--- src/hdl/ucc_cfg.svh ---
`ifndef UCC_CFG_SVH
`define UCC_CFG_SVH

// register offsets on the local port
`define UCC_A_STATUS  3'h0
`define UCC_A_CTRL1   3'h1
`define UCC_A_CTRL2   3'h2
`define UCC_A_DATA    3'h3
`define UCC_A_DIVL    3'h4
`define UCC_A_DIVH    3'h5

// reset values
`define UCC_STATUS_RST 8'h0b
`define UCC_CTRL1_RST  8'h00
`define UCC_CTRL2_RST  8'h00
`define UCC_DIV_RST    8'h00

// control_one fields
`define UCC_C1_EN    7
`define UCC_C1_BNO   6
`define UCC_C1_PREN  5
`define UCC_C1_PT_HI 4
`define UCC_C1_PT_LO 3
`define UCC_C1_BRK   2
`define UCC_C1_TX8   0

// control_two fields
`define UCC_C2_TXEN  7
`define UCC_C2_RXEN  6
`define UCC_C2_STOP  5
`define UCC_C2_ADDR  4
`define UCC_C2_WAKE  3
`define UCC_C2_RIE   2
`define UCC_C2_TIIE  1
`define UCC_C2_TEIE  0

// parity type codes
`define UCC_PAR_EVEN  2'h0
`define UCC_PAR_ODD   2'h1
`define UCC_PAR_MARK  2'h2
`define UCC_PAR_SPACE 2'h3

// timing in bit times and clocks
`define UCC_DIV_MIN    16'h0010
`define UCC_BREAK_BITS 4'hd
`define UCC_BASE_BITS  4'ha
`define UCC_RX_LAST    4'h8

`endif

--- src/hdl/ucc_pkg.sv ---
package ucc_pkg;

	typedef enum logic [2:0] {
		UCC_TX_IDLE  = 3'h1,
		UCC_TX_SHIFT = 3'h2,
		UCC_TX_BREAK = 3'h4
	} ucc_tx_state_t;

	typedef enum logic [2:0] {
		UCC_RX_IDLE  = 3'h1,
		UCC_RX_START = 3'h2,
		UCC_RX_DATA  = 3'h4
	} ucc_rx_state_t;

	typedef struct packed {
		logic perr;
		logic nf;
		logic ferr;
		logic oerr;
		logic ridle;
		logic rxif;
		logic tidle;
		logic txif;
	} ucc_status_t;

endpackage

--- src/hdl/ucc_top.sv ---
`timescale 1ns/1ps
`include "ucc_cfg.svh"

// Summary of operation
// unit_enable low disables the unit and floats both serial pins
// disabling drops buffered characters and resets the baud counters
// disabling clears enables, break, receive and error flags; sets idles
// clearing unit_enable aborts traffic; re-enable keeps configuration
// word_length_select picks 8 or 9 data bits
// ninth bit received into rx_ninth_bit, sent from tx_ninth_bit
// with parity on the last word bit is parity, not stored as data
// parity generated and checked only while parity_enable is set
// parity_type: even, odd, mark, space
// break waits for buffered data, then low at least 13 bits
// transmitter_enable low aborts, resets transmitter, floats output
// output driven only with transmitter_enable and unit_enable high
// receiver_enable low aborts reception and resets receive buffer; code keeps rx_data and rxif
// input taken only with receiver_enable and unit_enable high
// stop_bit_count selects one or two stop bits
// address detect: word with top bit set is an address, interrupts
// address detect: word with top bit clear is dropped silently
// falling input edge wakes only while source clock is off
// receive_irq_enable gates overrun and receive-available requests
// tx_idle_irq_enable gates the transmit idle request
// tx_empty_irq_enable gates the transmit empty request
// status read then data access clears the error flags
// transmitter_enable set makes tx_empty_flag set
// one interrupt output ORs all enabled sources
module ucc_top import ucc_pkg::*; (
	input  wire logic       clk_sys,
	input  wire logic       reset,
	input  wire logic [2:0] addr,
	input  wire logic [7:0] wdata,
	input  wire logic       wr,
	input  wire logic       rd,
	output logic      [7:0] rdata,
	output logic            serial_out_pin,
	output logic            serial_out_oe_n,
	input  wire logic       serial_in_pin,
	output logic            serial_in_owned,
	input  wire logic       src_clk_off,
	output logic            wake_req,
	output logic            irq
);

	// clamp the divider so a zero setting still yields a bit time
	function automatic logic [15:0] div_eff(input logic [15:0] d);
		div_eff = (d < `UCC_DIV_MIN) ? `UCC_DIV_MIN : d;
	endfunction

	function automatic logic par_bit(input logic [1:0] t,
		input logic [8:0] v);
		unique case (t)
		`UCC_PAR_EVEN:  par_bit = ^v;
		`UCC_PAR_ODD:   par_bit = ~^v;
		`UCC_PAR_MARK:  par_bit = 1'b1;
		`UCC_PAR_SPACE: par_bit = 1'b0;
		endcase
	endfunction

	logic [7:0]    c1;
	logic [7:0]    c2;
	logic [7:0]    div_l;
	logic [7:0]    div_h;
	logic [15:0]   dv;
	logic [7:0]    tx_buf;
	logic [7:0]    rx_data;
	logic          rx_ninth;
	ucc_status_t   st;
	ucc_status_t   snap;
	logic          en;
	logic          tx_on;
	logic          rx_on;
	logic          brk;
	logic          bno;
	logic          pren;
	logic [1:0]    ptype;
	logic          st_rd;
	logic          dat_rd;
	logic          dat_wr;
	ucc_tx_state_t tx_st;
	logic [15:0]   tx_cnt;
	logic [11:0]   tx_sh;
	logic [3:0]    tx_left;
	logic [3:0]    brk_bits;
	logic          tx_tick;
	logic          tx_load;
	logic [7:0]    tx_d;
	logic          tx_n9;
	logic          s1;
	logic          s2;
	logic          s3;
	logic          rx_lvl;
	logic          rx_prev;
	logic          rx_fall;
	ucc_rx_state_t rx_st;
	logic [15:0]   rx_cnt;
	logic [3:0]    rx_n;
	logic [8:0]    rx_sh;
	logic          noisy;
	logic          rx_tick;
	logic          rx_done;
	logic          abit;
	logic          keep;
	logic          rx_full;
	logic          rx_store;

	// decoded controls and strobes
	assign en      = c1[`UCC_C1_EN];
	assign bno     = c1[`UCC_C1_BNO];
	assign pren    = c1[`UCC_C1_PREN];
	assign ptype   = c1[`UCC_C1_PT_HI:`UCC_C1_PT_LO];
	assign brk     = c1[`UCC_C1_BRK];
	assign tx_on   = en & c2[`UCC_C2_TXEN];
	assign rx_on   = en & c2[`UCC_C2_RXEN];
	assign st_rd   = rd & (addr == `UCC_A_STATUS);
	assign dat_rd  = rd & (addr == `UCC_A_DATA);
	assign dat_wr  = wr & (addr == `UCC_A_DATA);
	assign dv      = div_eff({div_h, div_l});

	// pin ownership
	assign serial_out_oe_n = ~tx_on;
	assign serial_in_owned = rx_on;

	// control registers; enables and break drop with the unit
	always_ff @(posedge clk_sys) begin
		if (reset) begin
			c1 <= `UCC_CTRL1_RST;
			c2 <= `UCC_CTRL2_RST;
		end else begin
			if (wr && addr == `UCC_A_CTRL1) begin
				c1    <= wdata;
				c1[1] <= 1'b0;
				c1[`UCC_C1_BRK] <= wdata[`UCC_C1_BRK] & wdata[`UCC_C1_EN];
			end else if (!en) begin
				c1[`UCC_C1_BRK] <= 1'b0;
			end
			if (wr && addr == `UCC_A_CTRL2) begin
				c2 <= {wdata[7:6] & {2{en}}, wdata[5:0]};
			end else if (!en) begin
				c2[`UCC_C2_TXEN] <= 1'b0;
				c2[`UCC_C2_RXEN] <= 1'b0;
			end
		end
	end

	// divider and transmit holding registers keep across disable
	always_ff @(posedge clk_sys) begin
		if (reset) begin
			div_l  <= `UCC_DIV_RST;
			div_h  <= `UCC_DIV_RST;
			tx_buf <= 8'h00;
		end else begin
			if (wr && addr == `UCC_A_DIVL)
				div_l <= wdata;
			if (wr && addr == `UCC_A_DIVH)
				div_h <= wdata;
			if (dat_wr)
				tx_buf <= wdata;
		end
	end

	// status snapshot arms the clear-on-data-access sequence
	always_ff @(posedge clk_sys) begin
		if (reset || !en) begin
			snap <= '0;
		end else if (st_rd) begin
			snap <= st;
		end else if (dat_rd || dat_wr) begin
			snap <= '0;
		end
	end

	// status flags; later assignments are sets so they win
	always_ff @(posedge clk_sys) begin
		if (reset || !en) begin
			st <= `UCC_STATUS_RST;
		end else begin
			if (dat_rd || dat_wr) begin
				st.perr <= st.perr & ~snap.perr;
				st.nf   <= st.nf & ~snap.nf;
				st.ferr <= st.ferr & ~snap.ferr;
				st.oerr <= st.oerr & ~snap.oerr;
			end
			if (dat_rd && snap.rxif)
				st.rxif <= 1'b0;
			if (dat_wr) begin
				st.txif  <= 1'b0;
				st.tidle <= 1'b0;
			end
			if (tx_load || (tx_st == UCC_TX_IDLE && brk))
				st.tidle <= 1'b0;
			st.ridle <= (rx_st == UCC_RX_IDLE);
			if (tx_load)
				st.txif <= 1'b1;
			if (st.txif && !dat_wr && !brk && tx_st == UCC_TX_IDLE)
				st.tidle <= 1'b1;
			if (!tx_on) begin
				st.txif  <= 1'b1;
				st.tidle <= 1'b1;
			end
			if (rx_done && keep && rx_full)
				st.oerr <= 1'b1;
			if (rx_store) begin
				st.rxif <= 1'b1;
				st.ferr <= ~rx_lvl;
				st.nf   <= noisy | (s2 != s3);
				st.perr <= pren & (par_bit(ptype,
					bno ? {1'b0, rx_sh[7:0]} : {2'b00, rx_sh[6:0]}) != abit);
			end
		end
	end

	// transmit word: parity replaces the last data bit when enabled
	always_comb begin
		tx_d  = tx_buf;
		tx_n9 = c1[`UCC_C1_TX8];
		if (pren && !bno)
			tx_d[7] = par_bit(ptype, {2'b00, tx_buf[6:0]});
		if (pren && bno)
			tx_n9 = par_bit(ptype, {1'b0, tx_buf});
	end

	assign tx_tick = (tx_cnt == dv - 16'h0001);
	assign tx_load = tx_on && tx_st == UCC_TX_IDLE && !st.txif;

	// transmitter; reset whole while disabled, counter included
	always_ff @(posedge clk_sys) begin
		if (reset || !tx_on) begin
			tx_st    <= UCC_TX_IDLE;
			tx_cnt   <= 16'h0000;
			tx_sh    <= 12'hfff;
			tx_left  <= 4'h0;
			brk_bits <= 4'h0;
		end else begin
			unique case (tx_st)
			UCC_TX_IDLE: begin
				tx_cnt <= 16'h0000;
				if (tx_load) begin
					tx_sh <= bno ? {2'b11, tx_n9, tx_d, 1'b0}
						: {3'b111, tx_d, 1'b0};
					tx_left <= `UCC_BASE_BITS + {3'b000, bno}
						+ {3'b000, c2[`UCC_C2_STOP]};
					tx_st <= UCC_TX_SHIFT;
				end else if (brk) begin
					brk_bits <= 4'h0;
					tx_st    <= UCC_TX_BREAK;
				end
			end
			UCC_TX_SHIFT: begin
				if (tx_tick) begin
					tx_cnt  <= 16'h0000;
					tx_sh   <= {1'b1, tx_sh[11:1]};
					tx_left <= tx_left - 4'h1;
					if (tx_left == 4'h1)
						tx_st <= UCC_TX_IDLE;
				end else begin
					tx_cnt <= tx_cnt + 16'h0001;
				end
			end
			UCC_TX_BREAK: begin
				if (tx_tick) begin
					tx_cnt <= 16'h0000;
					if (brk_bits != `UCC_BREAK_BITS)
						brk_bits <= brk_bits + 4'h1;
				end else begin
					tx_cnt <= tx_cnt + 16'h0001;
				end
				if (brk_bits == `UCC_BREAK_BITS && !brk)
					tx_st <= UCC_TX_IDLE;
			end
			endcase
		end
	end

	// output line from a flop; idle is high, break is low
	// forced high while the transmitter is off so no stale bit lingers
	always_ff @(posedge clk_sys) begin
		if (reset || !tx_on)
			serial_out_pin <= 1'b1;
		else
			serial_out_pin <= (tx_st == UCC_TX_BREAK) ? 1'b0
				: (tx_st == UCC_TX_SHIFT) ? tx_sh[0] : 1'b1;
	end

	// input synchroniser; a level counts once stages two and three agree
	always_ff @(posedge clk_sys) begin
		if (reset) begin
			s1      <= 1'b1;
			s2      <= 1'b1;
			s3      <= 1'b1;
			rx_lvl  <= 1'b1;
			rx_prev <= 1'b1;
		end else begin
			s1      <= serial_in_pin;
			s2      <= s1;
			s3      <= s2;
			rx_prev <= rx_lvl;
			if (s2 == s3)
				rx_lvl <= s3;
		end
	end

	assign rx_fall = rx_prev & ~rx_lvl;
	assign rx_tick = (rx_cnt == dv - 16'h0001);
	assign rx_done = (rx_st == UCC_RX_DATA) && rx_tick
		&& (rx_n == `UCC_RX_LAST + {3'b000, bno});
	assign abit    = bno ? rx_sh[8] : rx_sh[7];
	assign keep    = !(c2[`UCC_C2_ADDR] && !abit);
	assign rx_full = st.rxif && !(dat_rd && snap.rxif);
	assign rx_store = rx_done && keep && !rx_full;

	// receiver; samples mid-bit, aborts whenever it loses the pin
	always_ff @(posedge clk_sys) begin
		if (reset || !rx_on) begin
			rx_st  <= UCC_RX_IDLE;
			rx_cnt <= 16'h0000;
			rx_n   <= 4'h0;
			rx_sh  <= 9'h000;
			noisy  <= 1'b0;
		end else begin
			unique case (rx_st)
			UCC_RX_IDLE: begin
				rx_cnt <= 16'h0000;
				noisy  <= 1'b0;
				if (rx_fall)
					rx_st <= UCC_RX_START;
			end
			UCC_RX_START: begin
				if (rx_cnt == {1'b0, dv[15:1]}) begin
					rx_cnt <= 16'h0000;
					rx_n   <= 4'h0;
					rx_st  <= rx_lvl ? UCC_RX_IDLE : UCC_RX_DATA;
				end else begin
					rx_cnt <= rx_cnt + 16'h0001;
				end
			end
			UCC_RX_DATA: begin
				if (rx_tick) begin
					rx_cnt <= 16'h0000;
					rx_n   <= rx_n + 4'h1;
					noisy  <= noisy | (s2 != s3);
					if (rx_n < `UCC_RX_LAST + 4'h1)
						rx_sh[rx_n] <= rx_lvl;
					if (rx_done)
						rx_st <= UCC_RX_IDLE;
				end else begin
					rx_cnt <= rx_cnt + 16'h0001;
				end
			end
			endcase
		end
	end

	// receive data; parity bit never lands in data or ninth bit
	always_ff @(posedge clk_sys) begin
		if (reset) begin
			rx_data  <= 8'h00;
			rx_ninth <= 1'b0;
		end else if (rx_store) begin
			rx_data  <= {rx_sh[7] & (bno | ~pren), rx_sh[6:0]};
			rx_ninth <= rx_sh[8] & bno & ~pren;
		end
	end

	// wake request only while the source clock is stopped
	always_ff @(posedge clk_sys) begin
		if (reset)
			wake_req <= 1'b0;
		else
			wake_req <= en & c2[`UCC_C2_WAKE] & src_clk_off & rx_fall;
	end

	// single request from all enabled sources
	always_ff @(posedge clk_sys) begin
		if (reset)
			irq <= 1'b0;
		else
			irq <= en & ((c2[`UCC_C2_RIE]
				& (st.rxif | st.oerr | wake_req))
				| (c2[`UCC_C2_TIIE] & st.tidle)
				| (c2[`UCC_C2_TEIE] & st.txif));
	end

	// read data stands for one cycle after the strobe
	always_ff @(posedge clk_sys) begin
		if (reset || !rd) begin
			rdata <= 8'h00;
		end else begin
			unique case (addr)
			`UCC_A_STATUS: rdata <= st;
			`UCC_A_CTRL1:  rdata <= {c1[7:2], rx_ninth, 1'b0};
			`UCC_A_CTRL2:  rdata <= c2;
			`UCC_A_DATA:   rdata <= rx_data;
			`UCC_A_DIVL:   rdata <= div_l;
			`UCC_A_DIVH:   rdata <= div_h;
			default:       rdata <= 8'h00;
			endcase
		end
	end
endmodule

--- config.mk ---
export PLATFORM = sky130hd
export DESIGN_NAME = ucc_top
export DESIGN_NICKNAME = d
export VERILOG_FILES = /design/src/hdl/ucc_pkg.sv /design/src/hdl/ucc_top.sv
export VERILOG_INCLUDE_DIRS = /design/src /design/src/hdl
export SDC_FILE = /design/constraint.sdc
export NUM_CORES = 1
export LEC_CHECK = 0
export BUFFER_PORTS_ARGS = -buffer_cell sky130_fd_sc_hd__buf_4
export CAP_MARGIN = 20
export CORE_MARGIN = 2
export CORE_UTILIZATION = 57
export DETAILED_ROUTE_END_ITERATION = 6
export PLACE_DENSITY = 0.73
export SYNTH_ARGS = -nofsm -noshare
export SYNTH_HDL_FRONTEND = slang
export SYNTH_SLANG_ARGS = --single-unit
--- constraint.sdc ---
create_clock -name clk_sys -period 4.9 [get_ports clk_sys]
set_clock_uncertainty 0.1 [all_clocks]
set_input_delay 0.98 -clock clk_sys [delete_from_list [all_inputs] [get_ports clk_sys]]
set_output_delay 0.98 -clock clk_sys [all_outputs]
set_load 0.02 [all_outputs]
Yosys cells after proc, flatten, opt, wreduce, memory -nomap -nowiden --
Cells that the tools add are included.
Storage, ports and cells: register bits after elaboration 149, logic and storage cells 259, input bits 17, output and inout bits 13
Operators by class: order comparisons 4, reductions and logical operators 67, add/subtract/negate cells 9, muxes and demuxes 63, equal/unequal tests 39, bitwise logic cells 36
Operators by type and width (number):
- 2-to-1 mux 16 bit | 4
- case mux 16 bit (3 select lines) | 1
- case mux 8 bit (6 select lines) | 1
- 2-to-1 mux 4 bit | 9
- 2-to-1 mux 3 bit | 11
- adder 16 x 1 -> 16 bit (second input constant) | 2
- equality test 16 bit | 2
- case mux 16 bit (2 select lines) | 1
- XNOR reduction 9 bit | 3
- XOR reduction 9 bit | 3
- 2-to-1 mux 12 bit | 2
- 2-to-1 mux 8 bit | 3
- inequality test 2 bit (second input constant) | 12
- case mux 12 bit (2 select lines) | 1
- case mux 4 bit (2 select lines) | 3
- AND 1 bit | 22
- logical AND 1 bit | 22
- case mux 3 bit (3 select lines) | 2
- nonzero test 2 bit | 9
- equality test 16 x 15 -> 1 bit | 1
- less-than comparator 16 x 5 -> 1 bit (second input constant) | 1
- subtractor 16 x 1 -> 16 bit (second input constant) | 1
- 2-to-1 mux 1 bit | 15
- equality test 3 x 2 -> 1 bit (second input constant) | 4
- 38 further kinds | 83

Logic depth before layout (Yosys ltp) --
Gate-level depths: netlist of the first run.
depth in word-level cells 13, gate-level depth with buffers 16

Worst setup path after synthesis of the first run --
OpenSTA, ideal clock, no wires.
kind reg2reg, start point reg div_l[4], end point reg rx_data[1], period minus slack after synthesis 4702 ps, cell stages (with the launch flop) 17, slack 198 ps, library setup time 128 ps, path buffers 4, data arrival time 4474 ps, cells stage by stage dfxtp_1 -> clkbuf_1 -> nor4_1 -> nand3_1 -> clkbuf_1 -> nand2_1 -> ha_1 -> or3b_1 -> clkbuf_1 -> o31ai_1 -> o211ai_1 -> a32o_1 -> or4_4 -> nor4_4 -> buf_6 -> mux2i_1 -> nor2_1
On the way: word-level cells in the longest chain between the ends 8
RTL lines:
- start: declaration | RTL line ucc_top.sv:63 | logic [7:0] div_l;
- start signal: assignment | RTL line ucc_top.sv:150 | div_l <= `UCC_DIV_RST;
- start signal: assignment | RTL line ucc_top.sv:155 | div_l <= wdata;
- less-than comparator 16 x 5 -> 1 bit (no source line)
- 2-to-1 mux 16 bit (*) | RTL line ucc_top.sv:48 | div_eff = (d < `UCC_DIV_MIN) ? `UCC_DIV_MIN : d;
- subtractor 16 x 1 -> 16 bit (*) | RTL line ucc_top.sv:305 | assign rx_tick = (rx_cnt == dv - 16'h0001);
- equality test 16 bit (*) | RTL line ucc_top.sv:305
- logical AND 1 bit (*) (2 in a row) | RTL line ucc_top.sv:306 | assign rx_done = (rx_st == UCC_RX_DATA) && rx_tick
- logical AND 1 bit (*) (2 in a row) | RTL line ucc_top.sv:311 | assign rx_store = rx_done && keep && !rx_full;
- end signal: assignment | RTL line ucc_top.sv:361 | rx_data <= {rx_sh[7] & (bno | ~pren), rx_sh[6:0]};
- end: declaration | RTL line ucc_top.sv:67 | logic [7:0] rx_data;
Mark *: on every way between the ends. The rest lies on a longest branch, timed or not. A chain may end at the register's enable or synchronous reset.

Worst setup path in the final report of the first run --
start point reg div_h[2], end point reg tx_sh[4]
On the way: word-level cells in the longest chain between the ends 6
RTL lines:
- start: declaration | RTL line ucc_top.sv:64 | logic [7:0] div_h;
- start signal: assignment | RTL line ucc_top.sv:151 | div_h <= `UCC_DIV_RST;
- start signal: assignment | RTL line ucc_top.sv:157 | div_h <= wdata;
- less-than comparator 16 x 5 -> 1 bit (no source line)
- 2-to-1 mux 16 bit (*) | RTL line ucc_top.sv:48
- subtractor 16 x 1 -> 16 bit (*) | RTL line ucc_top.sv:224 | assign tx_tick = (tx_cnt == dv - 16'h0001);
- equality test 16 bit (*) | RTL line ucc_top.sv:224
- inequality test 2 bit (no source line) (*)
- AND reduction 3 bit (no source line) (*)
- end signal: assignment | RTL line ucc_top.sv:240 | tx_sh <= bno ? {2'b11, tx_n9, tx_d, 1'b0}
- end signal: assignment | RTL line ucc_top.sv:253 | tx_sh <= {1'b1, tx_sh[11:1]};
- end: declaration | RTL line ucc_top.sv:83 | logic [11:0] tx_sh;
Marks and branches as above.

==> results_dict.tcl, run 1 <==
set metrics [dict create \
    status "complete, no violations" \
    worst_slack_ps 427.1 \
    drc 0 \
    crit_path_start_kind "flip-flop" \
    r2r-start "div_h[2]$_SDFFE_PP0P_" \
    r2r.worst_path.cells 12 \
    synth_top_cell_area_share_pct 34.66 \
    fmax_mhz 223.6 \
    cts_setup_buffers 0 \
    ys.flop_type "dfxtp_1" \
    core-area_um2 14530 \
    post_cts_resized 0 \
    drive_gt1_share_pct 11.03 \
    p_int_uw 2069 \
    cp_max_fo 9 \
    hold_violations 0 \
    cts.htree.levels 4 \
    finalSetupTns_ps 0 \
    worstPathRequired_ps 5090 \
    row_count 44 \
    pwr-share-clk_pct 46.8 \
    p_comb_share_pct 9.8 \
    path_cells "nor4_1 -> nand3_1 -> nand2_1 -> ha_1 -> or3b_1 -> o31ai_1 -> o221ai_1 -> a211oi_1 -> nand4_1 -> or4_1 -> nand2_1 -> a31oi_1" \
    pre_cts_ws_ps 501.7 \
    drtPass1Iterations 6 \
    worstPathArrival_ps 4660 \
    reg2reg_to "tx_sh[4]$_SDFFE_PP1P_" \
    chipWidth_um 126.1 \
    crit_path_end_kind "flip-flop" \
    synth-edff-count 0 \
    syn2layout_area_growth_pct 10.60 \
    ios 30 \
    drtAntennaViolNets 0 \
    cts_tree "built" \
    grt_pass1_vias 7210 \
    start_util_pct 58.42 \
    crit_type "reg2reg" \
    ys_seq_area_share_pct 34.66 \
    diodes 0 \
    nFillCells 1267 \
    setup_violations 0 \
    critical_path.slowest_cell "or4_1" \
    vias 7835 \
    synth-seq-cells 147 \
    fin_crit_sh_pct 91.28 \
    swShare_pct 25.94 \
    cp_num_cells 12 \
    slowest_delay_ps 670 \
    crit_buf_inv 0 \
    synthDistinctLibCells 76 \
    ir_drop_mv 0.2689 \
    yosysWarnings 0 \
    cap_viol_max_count 0 \
    setup.worst_path.start "div_h[2]$_SDFFE_PP0P_" \
    clkSinkCount 147 \
    nets 1060 \
    multi_input_area_um2 5165 \
    routabilityCongestion 0.9813 \
    dieArea_um2 15890 \
    io_buffers 29 \
    cts_made_buffers 17 \
    fin_cells 1227 \
    seqCellArea_um2 2943 \
    place_inst 1194 \
    cp_top_family "simple AND/OR/NAND/NOR gates" \
    avgSynthCellArea_um2 8.204 \
    syn_nets 1065 \
    tightest_slew_ps 1016 \
    die_h_um 126.1 \
    r2r_slack_ps 430 \
    pwr-share-seq_pct 43.5 \
    cts.clk_slew.worst_paths_ps 70 \
    synth_cells 1035 \
    syn_area_um2 8491 \
    viasPerCell 6.385 \
    cts_hold_buf 0 \
    cpMostUsedCell "nand2_1" \
    cp-endpoint "tx_sh[4]$_SDFFE_PP1P_" \
    p_switching_uw 724.7 \
    grt_pass1_wl_um 37440 \
    fin_crit_ps 4473 \
    synthArstFlopShare_pct 0 \
    dp_hpwl_um 16410 \
    max_slew_margin_pct 31.77 \
    clk_latency_ps 420 \
    synth_top_cells_by_area "dfxtp_1 (35%), mux2i_1 (6.5%), nand2_1 (5.1%)" \
    hp-start "s1$_SDFF_PP1_" \
    yosys-top-cells-count "dfxtp_1 (147), nand2_1 (115), nor2_1 (89)" \
    cts_max_path_buffers 2 \
    gr-usage-all-layers_pct 29.13 \
    leakage_uw 0.003274 \
    drt_iter0_markers 674 \
    rsz0062_at_grt "no" \
    drt-total-wl_um 23120 \
    min_path_type "reg2reg" \
    powerDensity_nw_per_um2 297.5 \
    cts_root_buf "clkbuf_16" \
    gr-total-overflow 0 \
    grt_max_degree 55 \
    avgRoutedWirePerCell_um 18.85 \
    antenna_found_initial 0 \
    yosysMostFrequentCell "dfxtp_1" \
    yosys.area.top_type "dfxtp_1" \
    slew_violations 0 \
]
-- metrics by stage --
step	area [um^2]	util (%)	total power, uW	hold slack, ps
after floorplan	8491	-	1428	289.5
after global placement	8781	60.42	1503	299.6
after detailed placement	8788	60.47	1504	302.8
after CTS	9383	64.56	2797	322.4
after global routing	9390	64.61	2876	350.8
final	9390	64.61	2794	317.6
-- cell families (layout without fill, tap and decap cells) --
kind of cell	count (synthesis)	after routing	synth area share, %
flip-flops	147	147	34.66
buffers and inverters	94	102	4.583
AO/OA/AOI/OAI	193	193	14.93
AND/OR/NAND/NOR	449	449	27.56
adder cells (fa/ha/maj)	13	13	1.916
multiplexers	67	67	8.606
XOR/XNOR	72	72	7.751
-- worst min path at each step --
| stage | end | slack, ps | depth (start not counted) |
|---|---|---|---|
| floorplan | s2$_SDFF_PP1_ | 290 | 1 |
| global placement | s2$_SDFF_PP1_ | 300 | 1 |
| detailed placement | s2$_SDFF_PP1_ | 300 | 1 |
| CTS | s2$_SDFF_PP1_ | 320 | 1 |
| global route | s2$_SDFF_PP1_ | 350 | 1 |
| finish | s2$_SDFF_PP1_ | 320 | 1 |
-- layout make-up --
type | count | area share, %
multi-input combinational | 794 | 55.00
inverter | 18 | 0.7195
clock inverter | 15 | 1.799
tap | 184 | 2.452
sequential | 147 | 31.34
clock buffer | 17 | 4.530
timing repair buffer | 52 | 4.157
-- routing by layer --
layer | GRT usage (%) | share of wire (%) | routed length (um) | up-vias
li1 | - | - | - | 3731
met3 | 4.206 | 7.0 | 1616 | 58
met5 | 0 | 0 | 0 | -
met1 | 40.48 | 45 | 10290 | 3710
met2 | 45.83 | 46 | 10610 | 336
met4 | 11.51 | 2.6 | 603 | 0
-- registers in the layout (all words and copies together), names as in the netlist, 3 cells and up --
name and cells:
rx_cnt 16, tx_cnt 16, tx_sh 10, rx_sh 9, c2 8, div_h 8
div_l 8, rdata 8, rx_data 8, st 8, tx_buf 8, c1 7
snap 5, brk_bits 4, rx_n 4, tx_left 4, rx_st 3, tx_st 3
-- worst reg2reg max path, stage by stage, from the launching register on --
cell	delay, ps
dfxtp_1	420
nor4_1	390
nand3_1	200
nand2_1	120
ha_1	160
or3b_1	520
o31ai_1	520
o221ai_1	220
a211oi_1	260
nand4_1	280
or4_1	670
nand2_1	320
a31oi_1	140
-- power groups by stage --
| stage | clock network, uW | logic, uW | registers (uW) |
|---|---|---|---|
| final | 1310 | 273 | 1210 |
| after global routing | 1370 | 291 | 1210 |
| after CTS | 1320 | 265 | 1210 |
| after detailed placement | 0 | 264 | 1240 |
| after global placement | 0 | 262 | 1240 |
| after floorplan | 0 | 192 | 1240 |
-- placed cells by master (no fill, tap or decap), types with 14 or more instances in the layout --
master	count
a21oi_1	67
a22oi_1	14
a31oi_1	18
buf_4	51
clkbuf_16	17
dfxtp_1	147
inv_1	18
mux2i_1	55
nand2_1	115
nand2b_1	22
nand3_1	49
nand4_1	19
nor2_1	89
nor3_1	39
nor4_1	22
o21ai_0	24
xnor2_1	44
xor2_1	26
No activity file was read; power rests on OpenSTA's default activity.
==> run 2, diff against run 1 <==
- ABC_AREA: unset -> 1
- CTS_CLUSTER_DIAMETER: unset -> 30
- PLACE_DENSITY: 0.73 -> 0.7
- clock period: 4.9 -> 5.2 ns (I/O delays scaled with it)
==> results_dict.tcl, run 2 <==
set metrics [dict create \
    antenna_found_initial 0 \
    vias 7670 \
    ys.flop_type "dfxtp_1" \
    synthDistinctLibCells 49 \
    clkSinkCount 147 \
    fin_area_um2 8921 \
    max_slew_margin_pct 33.91 \
    fin_crit_ps 3674 \
    min_path_type "reg2reg" \
    row_count 43 \
    grt_pass1_vias 6916 \
    status "complete, no violations" \
    cts.clk_slew.worst_paths_ps 60 \
    crit_type "reg2reg" \
    crit_buf_inv 5 \
    hold_end "s2$_SDFF_PP1_" \
    slowest_delay_ps 440 \
    worstPathRequired_ps 5450 \
    cts.htree.levels 4 \
    grt_util_met1_pct 40.69 \
    r2r_slack_ps 1530 \
    grt_pass1_wl_um 35050 \
    synth-seq-cells 147 \
    synth_top_cell_area_share_pct 36.61 \
    holdWs_ps 311.3 \
    grt_use_met2_pct 46.72 \
    synth_cells 1168 \
    yosys-top-cells-count "nand2_1 (255), dfxtp_1 (147), inv_1 (131)" \
    yosysMostFrequentCell "nand2_1" \
    cts_max_path_buffers 2 \
    finalSetupTns_ps 0 \
    avgRoutedWirePerCell_um 15.65 \
    ys_seq_area_share_pct 36.61 \
    gr-usage-all-layers_pct 29.90 \
    synth-edff-count 0 \
    io_buffers 29 \
    final_common_cell "nand2_1" \
    yosys.area.top_type "dfxtp_1" \
    drc 0 \
    hold_violations 0 \
    tightest_slew_ps 983.8 \
    ios 30 \
    final_cell_mix "nand2_1 (255), dfxtp_1 (147), inv_1 (131), nor2_1 (125), nand3_1 (102)" \
    dp_hpwl_um 16250 \
    cts_tree "built" \
    r2r-start "div_h[0]$_SDFFE_PP0P_" \
    avgSynthCellArea_um2 6.882 \
    reg2reg_to "rx_data[5]$_SDFFE_PP0P_" \
    drive_gt1_share_pct 8.424 \
    nFillCells 1303 \
    synthArstFlopShare_pct 0 \
    drtPass1Iterations 6 \
    drt-total-wl_um 21580 \
    drt_iter0_markers 743 \
    slew_violations 0 \
    met3_usage_pct 5.576 \
    dieArea_um2 15070 \
    setup.worst_path.start "div_h[0]$_SDFFE_PP0P_" \
    hold_depth 1 \
    final_util_pct 64.52 \
    start_util_pct 58.13 \
    top_usage_layer "met2" \
    grt_max_degree 36 \
    syn_area_um2 8038 \
    setup_violations 0 \
    clk_latency_ps 430 \
    worstPathArrival_ps 3930 \
    cap_viol_max_count 0 \
    yosysWarnings 0 \
    fin_cells 1379 \
    placed_cell_area_um2 8319 \
    syn_nets 1198 \
    leakage_uw 0.003543 \
    die_h_um 122.8 \
    r2r.worst_path.cells 24 \
    top_regs "rx_cnt x16, tx_cnt x16, tx_sh x10" \
    viasPerCell 5.562 \
    place_inst 1347 \
    gr-total-overflow 0 \
    hp-start "s1$_SDFF_PP1_" \
    chipWidth_um 122.8 \
    rsz0062_at_grt "no" \
    cts_hold_buf 0 \
    cp_top_family "simple AND/OR/NAND/NOR gates" \
    critical_path.slowest_cell "dfxtp_1" \
    syn2layout_area_growth_pct 10.99 \
    crit_path_end_kind "flip-flop" \
    drtAntennaViolNets 0 \
    core-area_um2 13830 \
    diodes 0 \
    cts_made_buffers 17 \
    nets 1216 \
    post_cts_resized 0 \
    path_cells "nor2_8 -> nand2_2 -> nor2_4 -> nand2_4 -> inv_1 -> nor2_1 -> inv_1 -> ha_1 -> inv_1 -> a21oi_2 -> nand2_1 -> nand2_2 -> nor2_1 -> inv_1 -> nand2_1 -> nor2_1 -> nand2_1 -> nor2_1 -> nand3_2 -> nor2_4 -> nand4_2 -> inv_2 -> nand2_1 -> a21oi_1" \
    crit_path_start_kind "flip-flop" \
    cts_root_buf "clkbuf_16" \
    fmax_mhz 272.2 \
    cp_max_fo 14 \
    synth_top_cells_by_area "dfxtp_1 (37%), nand2_1 (12%), nand3_1 (6.4%)" \
    routabilityCongestion 0.9661 \
    cts_setup_buffers 0 \
    powerDensity_nw_per_um2 305.0 \
    ir_drop_mv 0.2123 \
    fin_crit_sh_pct 70.65 \
]
run 2: stage by stage:
| stage | power [uW] | worst slack (ps) |
|---|---|---|
| after global placement | 1486 | 1653 |
| final | 2721 | 1526 |
| after floorplan | 1413 | 2197 |
| after detailed placement | 1486 | 1593 |
| after global routing | 2833 | 1139 |
| after CTS | 2730 | 1552 |
run 2: area by class of cell:
class,instances,area [um^2],area share [%]
Clock buffer,19,442.9,4.965
Clock inverter,13,158.9,1.781
Inverter,138,518.0,5.806
Multi-Input combinational cell,851,4400,49.33
Sequential cell,147,2943,32.99
Tap cell,180,225.2,2.525
Timing Repair Buffer,31,232.7,2.609
run 2: worst max path at each step:
stage          slack [ps]  cells past startpoint                 endpoint
6_report             1530                     24  rx_data[5]$_SDFFE_PP0P_
5_1_grt              1140                     24  rx_data[1]$_SDFFE_PP0P_
4_1_cts              1550                     24  rx_data[5]$_SDFFE_PP0P_
3_5_place_dp         1590                     22       st[6]$_SDFFE_PP0P_
3_3_place_gp         1650                     22       st[6]$_SDFFE_PP0P_
2_1_floorplan        2200                     26  rx_data[3]$_SDFFE_PP0P_
run 2: metal layers:
layer  vias to the layer above  routed length [um]
met5                         -                   0
met4                         0                 627
met3                        46                1288
met2                       259                9780
met1                      3483                9884
li1                       3882                   -
run 2: logic make-up (layout without fill, tap and decap cells):
family,after synthesis,in the layout,share of synthesized area (%)
compound gates,211,211,14.87
xor+xnor,51,51,5.557
fa+ha+maj,13,13,2.024
buf+inv,170,201,8.639
flops,147,147,36.61
simple gates,576,576,32.30
run 2: power by group:
group,leakage [uW],internal [uW],switching [uW],total (uW)
clock network,0.000294,766,486,1250
logic,0.00206,103,210,313
registers,0.00119,1140,17.1,1160
==> run 3, diff against run 2 <==
- ABC_AREA: 1 -> 0
- PLACE_DENSITY: 0.7 -> 0.73
- clock period: 5.2 -> 3.1 ns (I/O delays scaled with it)
==> results_dict.tcl, run 3 (synthesis gave the netlist of run 1 again) <==
set metrics [dict create \
    status "finished with violations" \
    violations "negative setup slack" \
    ios 30 \
    met3_usage_pct 6.585 \
    start_util_pct 58.42 \
    min_path_type "in2reg" \
    row_count 44 \
    final_util_pct 74.43 \
    fin_crit_sh_pct 123.7 \
    drtAntennaViolNets 0 \
    cts_made_buffers 17 \
    grt_use_met2_pct 50.76 \
    setup_violations 83 \
    drt_iter0_markers 1071 \
    leakage_uw 0.003993 \
    dieArea_um2 15890 \
    final_cell_mix "dfxtp_1 (144), buf_4 (135), nand2_1 (111), nor2_1 (88), a21oi_1 (59)" \
    antenna_found_initial 0 \
    fin_crit_ps 3834 \
    syn2layout_area_growth_pct 27.41 \
    grt_util_met1_pct 42.21 \
    avgRoutedWirePerCell_um 19.36 \
    slew_violations 0 \
    rsz0062_at_grt "yes" \
    cts.htree.levels 4 \
    top_usage_layer "met2" \
    worstPathArrival_ps 4070 \
    final_common_cell "dfxtp_1" \
    critical_path.slowest_cell "or4_4" \
    grt_pass1_wl_um 40680 \
    gr-usage-all-layers_pct 31.76 \
    cp_top_family "simple AND/OR/NAND/NOR gates" \
    grt_max_degree 54 \
    io_buffers 29 \
    max_slew_margin_pct 38.76 \
    cts_tree "built" \
    powerDensity_nw_per_um2 437.1 \
    nets 1166 \
    cpMostUsedCell "nor4_4" \
    drt-total-wl_um 25810 \
    worst_slack_ps -734.5 \
    fin_cells 1333 \
    vias 8395 \
    place_inst 1286 \
    clkSinkCount 147 \
    ir_drop_mv 0.3960 \
    cts.clk_slew.worst_paths_ps 70 \
    cp_max_fo 5 \
    die_h_um 126.1 \
    viasPerCell 6.298 \
    grt_pass1_vias 7789 \
    cts_root_buf "clkbuf_16" \
    tightest_slew_ps 905.8 \
    crit_type "reg2reg" \
    drc 0 \
    crit_path_end_kind "flip-flop" \
    crit_path_start_kind "flip-flop" \
    nFillCells 1066 \
    chipWidth_um 126.1 \
    drive_gt1_share_pct 25.07 \
    cts_max_path_buffers 2 \
    fmax_mhz 260.8 \
    routabilityCongestion 1.007 \
    cap_viol_max_count 0 \
    clk_latency_ps 430 \
    dp_hpwl_um 17410 \
    core-area_um2 14530 \
    slowest_delay_ps 560 \
    drtPass1Iterations 7 \
    worstPathRequired_ps 3340 \
    cts_hold_buf 0 \
    diodes 0 \
    top_regs "rx_cnt x16, tx_cnt x16, tx_sh x10" \
    crit_buf_inv 2 \
    gr-total-overflow 0 \
    hold_violations 0 \
    path_cells "nor4_4 -> nand3_2 -> nand2_4 -> ha_4 -> or3b_4 -> nor4_4 -> mux2i_2 -> nor2_1 -> or4_4 -> nor4_4 -> buf_4 -> buf_6 -> nand2_4 -> o31ai_2" \
]
[run 3: cell types whose count changed in the layout (fill, tap and decap cells not counted), moves of 15 or more]
cell,change
mux2i_1,+52
nand2_1,-144
xor2_1,-20
nor2_1,-37
o21ai_0,-53
buf_6,+16
inv_1,-113
nand2b_1,+21
a21oi_1,-29
buf_4,+104
xnor2_1,+38
nand3_1,-56
nor3_2,+15
[run 3: routing by layer]
metal	vias up	part of all wire (%)
li1	3938	-
met1	3962	42
met5	-	0
met3	75	8.0
met2	420	47
met4	0	3.0
[run 3: path summary, 6_finish.rpt]
check / slack [ps] / from / to / depth (start not counted)
worst max-delay path: -730 / div_h[0]$_SDFFE_PP0P_ / st[4]$_SDFFE_PP0P_ / 14
worst min-delay path: 280 / serial_in_pin / s1$_SDFF_PP1_ / 2
worst max register to register: -730 / div_h[0]$_SDFFE_PP0P_ / st[4]$_SDFFE_PP0P_ / 14
worst min register to register: 320 / s1$_SDFF_PP1_ / s2$_SDFF_PP1_ / 1
[run 3: final cells by class]
| class | instances | area, um^2 | area share, % |
|---|---|---|---|
| multi-input combinational | 795 | 5638 | 52.12 |
| inverter | 18 | 67.56 | 0.6246 |
| clock buffer | 18 | 439.2 | 4.060 |
| timing repair buffer | 157 | 1304 | 12.05 |
| sequential | 147 | 2947 | 27.24 |
| clock inverter | 14 | 192.7 | 1.781 |
| tap | 184 | 230.2 | 2.128 |
[run 3: metrics by stage]
step	setup TNS, ps	worst slack [ps]	hold WS [ps]	total power [uW]	instance area (um^2)
4_1_cts	-50040	-719.1	265.3	4711	10590
5_1_grt	-66640	-922.2	259.9	4858	10820
3_3_place_gp	-47240	-680.4	306.7	2480	9726
6_report	-52090	-734.5	275.4	4728	10820
2_1_floorplan	-56520	-920.9	289.5	2274	8713
3_5_place_dp	-56880	-846.7	302.4	2483	9726
[run 3: power breakdown]
part	total (uW)	switching, uW	internal [uW]
Clock	2220	898	1320
Combinational	597	325	272
Sequential	1920	14.4	1900
Total	4730	1240	3490
[run 3: worst reg2reg max path: stages, from the launching register on]
cell     delay, ps
dfxtp_1        340
nor4_4         330
nand3_2        180
nand2_4        110
ha_4           120
or3b_4         390
nor4_4         280
mux2i_2        330
nor2_1          70
or4_4          560
nor4_4         290
buf_4          220
buf_6          120
nand2_4         70
o31ai_2        240
[run 3: what timing repair did]
item / 4_1_cts / 5_1_grt
resized for setup: 41 / 36
pin swaps: 12 / 15
setup buffers: 9 / 4
endpoints found under the setup margin: 83 / 83
cloned: 2 / 2
